===== src/lrb_pkg.sv =====
// Shared constants and carrier types for the refresh bank tracker.
// Assumes a single system clock; all link pins arrive unsynchronised.
`default_nettype none

package lrb_pkg;

  localparam int NBANK = 8;
  localparam int BA_W  = 3;
  localparam int ROW_W = 16;
  localparam int TM_W  = 10;

  // First-edge command codes on CA[4:0]
  localparam logic [4:0] CA_REF  = 5'h08;
  localparam logic [4:0] CA_PRE  = 5'h10;
  localparam logic [1:0] CA_ACT  = 2'h1;
  localparam int         CA_ALL  = 5;

  localparam logic [BA_W-1:0]  BANK_LAST = 3'h7;
  localparam logic [BA_W-1:0]  BANK_ONE  = 3'h1;
  localparam logic [TM_W-1:0]  TM_ZERO   = 10'h000;
  localparam logic [TM_W-1:0]  TM_ONE    = 10'h001;

  typedef enum logic [2:0] {
    CMD_NONE,
    CMD_REF_PB,
    CMD_REF_AB,
    CMD_ACT,
    CMD_PRE,
    CMD_PRE_ALL
  } lrb_cmd_e;

  typedef struct packed {
    logic       ck;
    logic       cs;
    logic [5:0] ca;
  } lrb_pins_s;

  // Spacings in link clock cycles
  typedef struct packed {
    logic [TM_W-1:0] t_rfcab;
    logic [TM_W-1:0] t_rfcpb;
    logic [TM_W-1:0] t_rp;
    logic [TM_W-1:0] t_rrd;
  } lrb_timing_s;

  typedef struct packed {
    logic             valid;
    logic             all;
    logic [BA_W-1:0]  bank;
    logic [ROW_W-1:0] row;
  } lrb_ref_s;

  typedef struct packed {
    logic [2:0]                  ck_sy;
    logic                        cs_s1;
    logic                        cs_s2;
    logic [5:0]                  ca_s1;
    logic [5:0]                  ca_s2;
    lrb_cmd_e                    pend;
    logic [BA_W-1:0]             bank_cnt;
    logic [NBANK-1:0]            done;
    logic [NBANK-1:0]            open;
    logic [ROW_W-1:0]            row;
    logic                        adv;
    logic [NBANK-1:0][TM_W-1:0]  pb_tmr;
    logic [NBANK-1:0][TM_W-1:0]  rp_tmr;
    logic [TM_W-1:0]             ab_tmr;
    logic [TM_W-1:0]             pbany_tmr;
    logic [TM_W-1:0]             rrd_tmr;
    lrb_ref_s                    ev;
    logic                        illegal;
  } lrb_state_s;

  localparam lrb_state_s LRB_ST_RST = '0;

endpackage

`default_nettype wire


===== src/lrb_refresh_track.sv =====
// Refresh decode, bank and row counters, and refresh spacing checks.
// Assumes the link clock is slow against clock and sref_exit is on clock.
//
// What this block does
// - Decode REFRESH from CS and CA0-CA4.
// - CA5 picks single-bank or all-bank refresh.
// - Bank taken from CA0-CA2 second edge.
// - Reset, self-refresh exit, REFab clear count.
// - REFab clears count, refreshes all banks.
// - Row advances after REFab or bank wrap.
// - Target bank busy, others usable.
// - REFab refreshes all banks, needs idle.
// - Wait all-bank cycle after REFab.
// - REFab accepted mid-round once all banks are idle and the all-bank, per-bank and precharge spacings have run out; t_rrd is not checked.
`default_nettype none

module lrb_refresh_track (
  // Clock and reset
  input  wire logic                    clock,
  input  wire logic                    reset_n,
  // Command/address pins
  input  wire lrb_pkg::lrb_pins_s      pins,
  // Programmed spacings
  input  wire lrb_pkg::lrb_timing_s    timing,
  // Self-refresh exit event
  input  wire logic                    sref_exit,
  // Status
  output var  lrb_pkg::lrb_ref_s       refresh,
  output var  logic                    illegal,
  output var  logic [lrb_pkg::BA_W-1:0]  bank_cnt,
  output var  logic [lrb_pkg::ROW_W-1:0] row_cnt,
  output var  logic [lrb_pkg::NBANK-1:0] bank_busy
);
  import lrb_pkg::*;

  lrb_state_s        q;
  lrb_state_s        d;
  logic              rise;
  logic              bad;
  logic [BA_W-1:0]   ba;
  logic [ROW_W-1:0]  rnext;

  //////////////////////////////////////////////////////////////////////
  // Helpers

  function automatic logic [TM_W-1:0] sat_dec(input logic [TM_W-1:0] v);
    sat_dec = (v == TM_ZERO) ? TM_ZERO : TM_W'(v - TM_ONE);
  endfunction

  function automatic logic [ROW_W-1:0] row_use(input logic [ROW_W-1:0] r,
                                               input logic adv);
    row_use = ROW_W'(r + {{(ROW_W-1){1'b0}}, adv});
  endfunction

  //////////////////////////////////////////////////////////////////////
  // Next state

  // Edge found on synchronised copies only; stage 0 feeds stage 1 alone
  assign rise = q.ck_sy[1] & ~q.ck_sy[2];

  always_comb begin
    d     = q;
    bad   = 1'b0;
    rnext = '0;
    ba    = q.ca_s2[BA_W-1:0];
    d.ck_sy = {q.ck_sy[1:0], pins.ck};
    d.cs_s1 = pins.cs;
    d.cs_s2 = q.cs_s1;
    d.ca_s1 = pins.ca;
    d.ca_s2 = q.ca_s1;
    d.ev.valid = 1'b0;
    d.illegal  = 1'b0;

    if (rise) begin
      for (int b = 0; b < NBANK; b++) begin
        d.pb_tmr[b] = sat_dec(q.pb_tmr[b]);
        d.rp_tmr[b] = sat_dec(q.rp_tmr[b]);
      end
      d.ab_tmr    = sat_dec(q.ab_tmr);
      d.pbany_tmr = sat_dec(q.pbany_tmr);
      d.rrd_tmr   = sat_dec(q.rrd_tmr);

      if (q.pend == CMD_NONE) begin
        d.pend = CMD_NONE;
        if (q.cs_s2) begin
          if (q.ca_s2[4:0] == CA_REF) begin
            d.pend = q.ca_s2[CA_ALL] ? CMD_REF_AB : CMD_REF_PB;
          end else if (q.ca_s2[1:0] == CA_ACT) begin
            d.pend = CMD_ACT;
          end else if (q.ca_s2[4:0] == CA_PRE) begin
            d.pend = q.ca_s2[CA_ALL] ? CMD_PRE_ALL : CMD_PRE;
          end
        end
      end else begin
        d.pend = CMD_NONE;
        unique case (q.pend)
          CMD_REF_PB: begin
            bad = q.done[ba] | q.open[ba] |
                  (d.pb_tmr[ba] != TM_ZERO) |
                  (d.pbany_tmr != TM_ZERO) |
                  (d.ab_tmr != TM_ZERO) |
                  (d.rp_tmr[ba] != TM_ZERO) |
                  (d.rrd_tmr != TM_ZERO);
            if (bad) begin
              d.illegal = 1'b1;
            end else begin
              rnext      = row_use(q.row, q.adv);
              d.row      = rnext;
              d.adv      = 1'b0;
              d.ev.valid = 1'b1;
              d.ev.all   = 1'b0;
              d.ev.bank  = ba;
              d.ev.row   = rnext;
              d.pb_tmr[ba] = timing.t_rfcpb;
              d.pbany_tmr  = timing.t_rfcpb;
              d.rrd_tmr    = timing.t_rrd;
              if (q.bank_cnt == BANK_LAST) begin
                d.bank_cnt = '0;
                d.done     = '0;
                d.adv      = 1'b1;
              end else begin
                d.bank_cnt = BA_W'(q.bank_cnt + BANK_ONE);
                d.done[ba] = 1'b1;
              end
            end
          end
          CMD_REF_AB: begin
            bad = (q.open != '0) |
                  (d.ab_tmr != TM_ZERO) |
                  (d.pbany_tmr != TM_ZERO) |
                  (d.rp_tmr != '0);
            if (bad) begin
              d.illegal = 1'b1;
            end else begin
              rnext      = row_use(q.row, q.adv);
              d.row      = rnext;
              d.ev.valid = 1'b1;
              d.ev.all   = 1'b1;
              d.ev.bank  = '0;
              d.ev.row   = rnext;
              // next refresh uses row plus one
              d.adv      = 1'b1;
              d.bank_cnt = '0;
              d.done     = '0;
              d.ab_tmr   = timing.t_rfcab;
            end
          end
          CMD_ACT: begin
            bad = q.open[ba] |
                  (d.pb_tmr[ba] != TM_ZERO) |
                  (d.ab_tmr != TM_ZERO) |
                  (d.rrd_tmr != TM_ZERO);
            if (bad) begin
              d.illegal = 1'b1;
            end else begin
              d.open[ba] = 1'b1;
              d.rrd_tmr  = timing.t_rrd;
            end
          end
          CMD_PRE: begin
            d.open[ba]   = 1'b0;
            d.rp_tmr[ba] = timing.t_rp;
          end
          CMD_PRE_ALL: begin
            d.open = '0;
            for (int b = 0; b < NBANK; b++) begin
              d.rp_tmr[b] = timing.t_rp;
            end
          end
          CMD_NONE: begin
          end
        endcase
      end
    end

    if (sref_exit) begin
      d.bank_cnt = '0;
      d.done     = '0;
      d.open     = '0;
    end
  end

  //////////////////////////////////////////////////////////////////////
  // State register

  always_ff @(posedge clock) begin
    if (!reset_n) begin
      q <= LRB_ST_RST;
    end else begin
      q <= d;
    end
  end

  //////////////////////////////////////////////////////////////////////
  // Outputs

  assign refresh  = q.ev;
  assign illegal  = q.illegal;
  assign bank_cnt = q.bank_cnt;
  assign row_cnt  = q.row;

  // Busy covers both refresh kinds; other banks stay usable
  always_comb begin
    for (int b = 0; b < NBANK; b++) begin
      bank_busy[b] = (q.pb_tmr[b] != TM_ZERO) | (q.ab_tmr != TM_ZERO);
    end
  end

endmodule // lrb_refresh_track

`default_nettype wire


===== config.mk =====
export PLATFORM = sky130hd
export DESIGN_NAME = lrb_refresh_track
export DESIGN_NICKNAME = d
export VERILOG_FILES = /design/src/lrb_pkg.sv /design/src/lrb_refresh_track.sv
export SDC_FILE = /design/constraint.sdc
export NUM_CORES = 1
export LEC_CHECK = 0
export ABC_AREA = 1
export BUFFER_PORTS_ARGS = -buffer_cell sky130_fd_sc_hd__buf_2
export CORE_AREA = 5 5 212 214
export DETAILED_ROUTE_END_ITERATION = 6
export DIE_AREA = 0 0 217 219
export GPL_ROUTABILITY_DRIVEN = 0
export SYNTH_ARGS = -nofsm -noshare
export SYNTH_HDL_FRONTEND = slang
export SYNTH_SLANG_ARGS = --single-unit

===== constraint.sdc =====
create_clock -name clock -period 6.6 [get_ports clock]
set_input_delay 1.32 -clock clock [delete_from_list [all_inputs] [get_ports clock]]
set_output_delay 1.32 -clock clock [all_outputs]
set_load 0.01 [all_outputs]

==> results of run 1 <==
[layout make-up]
class | count | area [sq um] | area share (%)
Clock inverter | 8 | 117.6 | 0.5933
Clock buffer | 49 | 1041 | 5.251
Sequential cell | 268 | 5365 | 27.06
Multi-Input combinational cell | 2235 | 10660 | 53.79
Inverter | 362 | 1369 | 6.905
Timing Repair Buffer | 109 | 583.1 | 2.941
Tap cell | 546 | 683.2 | 3.446
Antenna cell | 1 | 2.502 | 0.01262
[Yosys cell counts (2+ instances only)]
cell	n
buf_4	49
o21bai_1	10
xor2_1	34
nor2_4	8
a21oi_1	270
buf_1	6
nand2_2	13
o21ai_2	4
o31ai_1	2
nand3_2	3
ha_1	23
a21boi_0	2
nand3_1	321
o211a_1	8
inv_1	342
clkinv_1	5
buf_6	2
nor2_2	13
clkbuf_1	82
o22ai_1	2
nor4_1	6
xnor2_1	3
nor2_8	2
nand3b_1	29
nor3b_1	2
dfxtp_1	268
o21ai_1	12
nand4_1	44
nor3_1	27
nor2_1	292
a31oi_1	34
or2_2	13
nand2_1	818
o21ai_0	204
inv_2	15
buf_2	18
or2_1	2
o211ai_1	22
[through the flow]
step / util [%] / total power (uW)
after floorplan: - / 2980
after global placement: 43.71 / 3379
after detailed placement: 43.71 / 3390
after CTS: 46.42 / 5367
after global routing: 46.42 / 5671
final: 46.43 / 5350
[kinds of logic (layout without fill, tap and decap cells)]
group | Yosys count | after routing | synth area share [%]
buffers and inverters | 519 | 528 | 11.93
AOI/OAI and AO/OA | 574 | 574 | 16.92
and+or+nand+nor | 1601 | 1601 | 38.27
other | 0 | 1 | 0
DFF | 268 | 268 | 29.51
xor gates and xnor gates | 37 | 37 | 1.783
adders and majority gates | 23 | 23 | 1.583
[power by group through the flow]
| stage | sequential [uW] | combinational (uW) | clock [uW] |
|---|---|---|---|
| after global placement | 1780 | 1600 | 0 |
| final | 1750 | 1630 | 1970 |
| after global routing | 1760 | 1840 | 2070 |
| after floorplan | 1770 | 1210 | 0 |
| after CTS | 1750 | 1610 | 2000 |
| after detailed placement | 1780 | 1600 | 0 |
[layer usage]
metal / global-route usage [%] / vias up / part of all wire [%]
met2: 36.49 / 685 / 42
met4: 7.942 / 2 / 2.7
met5: 0.4167 / - / 0.022
li1: - / 9811 / -
met1: 33.86 / 8958 / 47
met3: 4.635 / 99 / 8.4
[registers in the layout (all words and copies together) (netlist names)]
| register | count |
|---|---|
| refresh | 21 |
| ba | 3 |
| illegal | 1 |
| bank_cnt | 3 |
| q | 215 |
| d | 9 |
| row_cnt | 16 |
[final timing paths]
kind	startpoint	end	slack [ns]	depth (start not counted)
max	ba[1]	q[242]	1.54	17
min	d[251]	ba[0]	0.41	2
max reg2reg	ba[1]	q[242]	1.54	17
min reg2reg	d[251]	ba[0]	0.41	2
[critical path, delay by kind of cell (launching register included)]
family / cells / cell delay, ns
AOI/OAI and AO/OA: 3 / 0.73
and+or+nand+nor: 11 / 2.33
buffers and inverters: 3 / 1.31
DFF: 1 / 0.54
==> results_dict.tcl, run 1 <==
set metrics [dict create \
    mostFrequentLayoutCell "nand2_1" \
    ys_ff_latch 268 \
    async_reset_ff_share_pct 0 \
    placed_area_sq_um 18660 \
    p_clk_share_pct 36.8 \
    status "completed" \
    syn_area_per_cell_sq_um 6.016 \
    fin_skew_ns 0.01200 \
    route.detailed.drc 0 \
    clock_latency_ns 0.54 \
    switchingPower_uw 1942 \
    seqPwrFrac_pct 32.8 \
    slew_violations 0 \
    vdd_drop_max_v 0.0001552 \
    timing_worst_slew_pin_value_ns 1.247 \
    track_usage_pct 23.87 \
    layout_common_cells "818 x nand2_1, 341 x inv_1, 321 x nand3_1, 291 x nor2_1, 270 x a21oi_1" \
    path_class "reg -> reg" \
    syn_inst 3022 \
    drive_gt1_share_pct 8.017 \
    synth.net_count 3096 \
    cp_cell_sequence "inv_2 > nand2_1 > inv_1 > nand3_1 > nand2_1 > o21ai_0 > nand2_1 > nor2_1 > nand3_1 > a21oi_2 > nand2_1 > nand2_2 > nand3_4 > inv_2 > nand2_1 > nand2_1 > a21oi_1" \
    critPathSlowestCell "inv_2" \
    power.density_nw_per_um2 269.9 \
    final_hold_viol_count 0 \
    grt_antenna_before_repair 4 \
    tns_ns 0 \
    portBuffers 99 \
    cp_common_cell "nand2_1" \
    stdcell_count 3578 \
    cts_inserted_buffers 35 \
    dp_slack_ns 1.623 \
    finalCriticalPeriod_ns 5.062 \
    end_kind "register" \
    synth_top_flop_cell "dfxtp_1" \
    setup_ws_ns 1.538 \
    swShare_pct 36.30 \
    period_share_pct 76.70 \
    crit_fanout 44 \
    numClockSinks 268 \
    netlist_area_sq_um 18180 \
    ys_seq_area_share_pct 29.51 \
    critical_path_required_ns 7.01 \
    slowest_delay_ns 0.67 \
    overflow 0 \
    startpoint_type "register" \
    max_clock_freq_ghz 0.1975 \
    cts_tree "built" \
    ant_nets 0 \
    first_global_vias 17710 \
    vias 19560 \
    netlist-cell-type-count 50 \
    final_cell_area_sq_um 19820 \
    placedCellCount 3520 \
    fp.dieH_um 219 \
    area_growth_pct 9.043 \
    hpwl_um 40160 \
    nets 3085 \
    htree_levels 2 \
    grt_max_degree 171 \
    ios 100 \
    leakage_uw 0.008865 \
    fill_cells 4527 \
    vias_per_cell 5.465 \
    synth_area_leaders "dfxtp_1 30%, nand2_1 17%, nand3_1 8.8%, a21oi_1 7.4%, inv_1 7.1%" \
    p_int_uw 3408 \
    yosysTopAreaCell "dfxtp_1" \
    routed_wl_um 58710 \
    wl_per_cell_um 16.41 \
    setup_viol 0 \
    holdBufCountCts 0 \
    initial_utilization_pct 42.58 \
    ctsResizeCount 0 \
    drv_cap 0 \
    die_w_um 217 \
    dieArea_sq_um 47520 \
    hold_slack_ns 0.4114 \
    drt_first_pass_iters 5 \
    pwr-share-comb_pct 30.5 \
    hold_path_class "reg -> reg" \
    yosys_warnings 0 \
    rows 76 \
    synth_top_area_share_pct 29.51 \
    grt_pass1_wl_um 92970 \
    rsz0062_at_grt "no" \
    core_area_sq_um 42700 \
    synth_edf_count 0 \
    clk_pin_slew_ns 0.05 \
    slew_headroom_pct 16.52 \
    drt-initial-drc-count 1767 \
    cts_setup_buffers 0 \
    cts_buffer_depth 3 \
    cts_root_buf "clkbuf_16" \
    arrival_ns 5.48 \
]
No activity file was read; power rests on OpenSTA's default activity.
==> inputs of run 2 (changes only) <==
==> constraint.sdc (replaced) <==
create_clock -name clock -period 5 [get_ports clock]
set_input_delay 1 -clock clock [delete_from_list [all_inputs] [get_ports clock]]
set_output_delay 1 -clock clock [all_outputs]
set_load 0.01 [all_outputs]
==> run 2 against run 1 <==
  * The flow now finishes with violations (DRC)
  * Sequential share of layout area shrank 0.14 points
  * Total power grew 33%
  * Critical path depth grew 3
  * Critical endpoint is now row_cnt[6]
  * Largest cell class unchanged
==> results_dict.tcl, run 2 (synthesis results as in run 1) <==
set metrics [dict create \
    status "complete, but fails checks" \
    failed_checks "DRC" \
    dieArea_sq_um 47520 \
    grt_antenna_before_repair 3 \
    startpoint_type "register" \
    arrival_ns 4.98 \
    numClockSinks 268 \
    placed_area_sq_um 18720 \
    rsz0062_at_grt "no" \
    final_hold_viol_count 0 \
    final_cell_area_sq_um 19930 \
    grt_max_degree 172 \
    leakage_uw 0.008935 \
    htree_levels 2 \
    wl_per_cell_um 16.41 \
    drv_cap 0 \
    clock_latency_ns 0.56 \
    regMostFlops "q" \
    slew_violations 0 \
    routed_wl_um 58850 \
    path_class "reg -> reg" \
    ant_nets 0 \
    slew_headroom_pct 16.06 \
    multiInputGateArea_sq_um 10660 \
    drt_first_pass_iters 7 \
    nets 3091 \
    grt_pass1_wl_um 94230 \
    diodes 0 \
    die_w_um 217 \
    drive_gt1_share_pct 8.385 \
    clk_pin_slew_ns 0.06 \
    layout_common_cells "818 x nand2_1, 341 x inv_1, 321 x nand3_1, 291 x nor2_1, 270 x a21oi_1" \
    drt-initial-drc-count 1803 \
    holdBufCountCts 0 \
    placedCellCount 3526 \
    finalCriticalPeriod_ns 4.564 \
    cts_inserted_buffers 35 \
    cts_setup_buffers 0 \
    p_total_uw 7130 \
    track_usage_pct 23.93 \
    overflow 0 \
    setup_viol 0 \
    cts_buffer_depth 3 \
    mostFrequentLayoutCell "nand2_1" \
    cts_root_buf "clkbuf_16" \
    period_share_pct 91.28 \
    vdd_drop_max_v 0.0001968 \
    stdcell_count 3587 \
    vias_per_cell 5.493 \
    ctsResizeCount 0 \
    end_kind "register" \
    max_clock_freq_ghz 0.2191 \
    route.detailed.drc 5 \
    hold_path_class "reg -> reg" \
    core_area_sq_um 42700 \
    ios 100 \
    first_global_vias 17810 \
    area_growth_pct 9.615 \
    largest_reg_flops 215 \
    initial_utilization_pct 42.58 \
    rows 76 \
    power.density_nw_per_um2 357.8 \
    hpwl_um 40020 \
    area.sequential_sq_um 5365 \
    fp.dieH_um 219 \
    vias 19710 \
    cts_tree "built" \
    fill_cells 4491 \
    tns_ns 0 \
    timing_worst_slew_pin_value_ns 1.252 \
    crit_fanout 31 \
    portBuffers 99 \
    fin_skew_ns 0.02130 \
    critical_path_required_ns 5.42 \
]
-- run 2: cell types whose count changed in the layout (fill, tap and decap cells not counted), sizes merged --
cell / previous run / this run
buf: 109 / 115
clkinv: 9 / 14
clkbuf: 49 / 47
bufinv: 3 / 4
clkinvlp: 1 / 0
diode: 1 / 0
inv: 357 / 358
-- run 2: final timing paths --
kind	start	cells past startpoint	slack, ns	to
max	q[42]	20	0.44	row_cnt[6]
min	d[251]	2	0.41	ba[0]
max reg2reg	q[42]	20	0.44	row_cnt[6]
min reg2reg	d[251]	2	0.41	ba[0]
-- run 2: where the power goes --
part / leakage [uW] / switching [uW] / total (uW) / internal, uW
clock network: 0.000604 / 1040 / 2680 / 1640
registers: 0.00217 / 89.1 / 2310 / 2220
logic: 0.00616 / 1450 / 2140 / 682
-- run 2: worst max-delay path, stage by stage (launching register included) --
cell	delay, ns
dfxtp_1	0.31
inv_1	0.10
ha_1	0.27
nand3_2	0.12
nor2_2	0.20
nand3_2	0.31
inv_2	0.43
a21oi_1	0.12
nor3_1	0.21
nand3_1	0.16
inv_1	0.09
nand2_1	0.15
a21oi_2	0.21
nand2_1	0.11
nand2_2	0.27
nand3_4	0.35
inv_2	0.51
buf_4	0.29
nand2_1	0.08
o21ai_0	0.07
nor2_1	0.05
-- run 2: layout make-up --
class	instances	area share (%)
clock inverter	14	0.9292
inverter	362	6.869
tap	546	3.428
sequential	268	26.92
timing repair buffer	115	3.215
multi-input combinational	2235	53.51
clock buffer	47	5.130
-- run 2: per-layer routing --
metal	GRT usage [%]	vias up	part of all wire, %
met5	0	-	0.036
met4	5.898	4	2.4
met3	5.270	105	8.3
met2	38.07	690	43
met1	33.19	9080	46
li1	-	9826	-
-- run 2: metrics by stage --
stage	utilization, %	setup slack, ns	hold WS [ns]
2_1_floorplan	-	2.335	0.3905
3_5_place_dp	43.85	0.5050	0.3994
6_report	46.67	0.4359	0.4113
4_1_cts	46.67	0.4978	0.4131
3_3_place_gp	43.85	0.6128	0.3971
5_1_grt	46.67	0.007750	0.4254
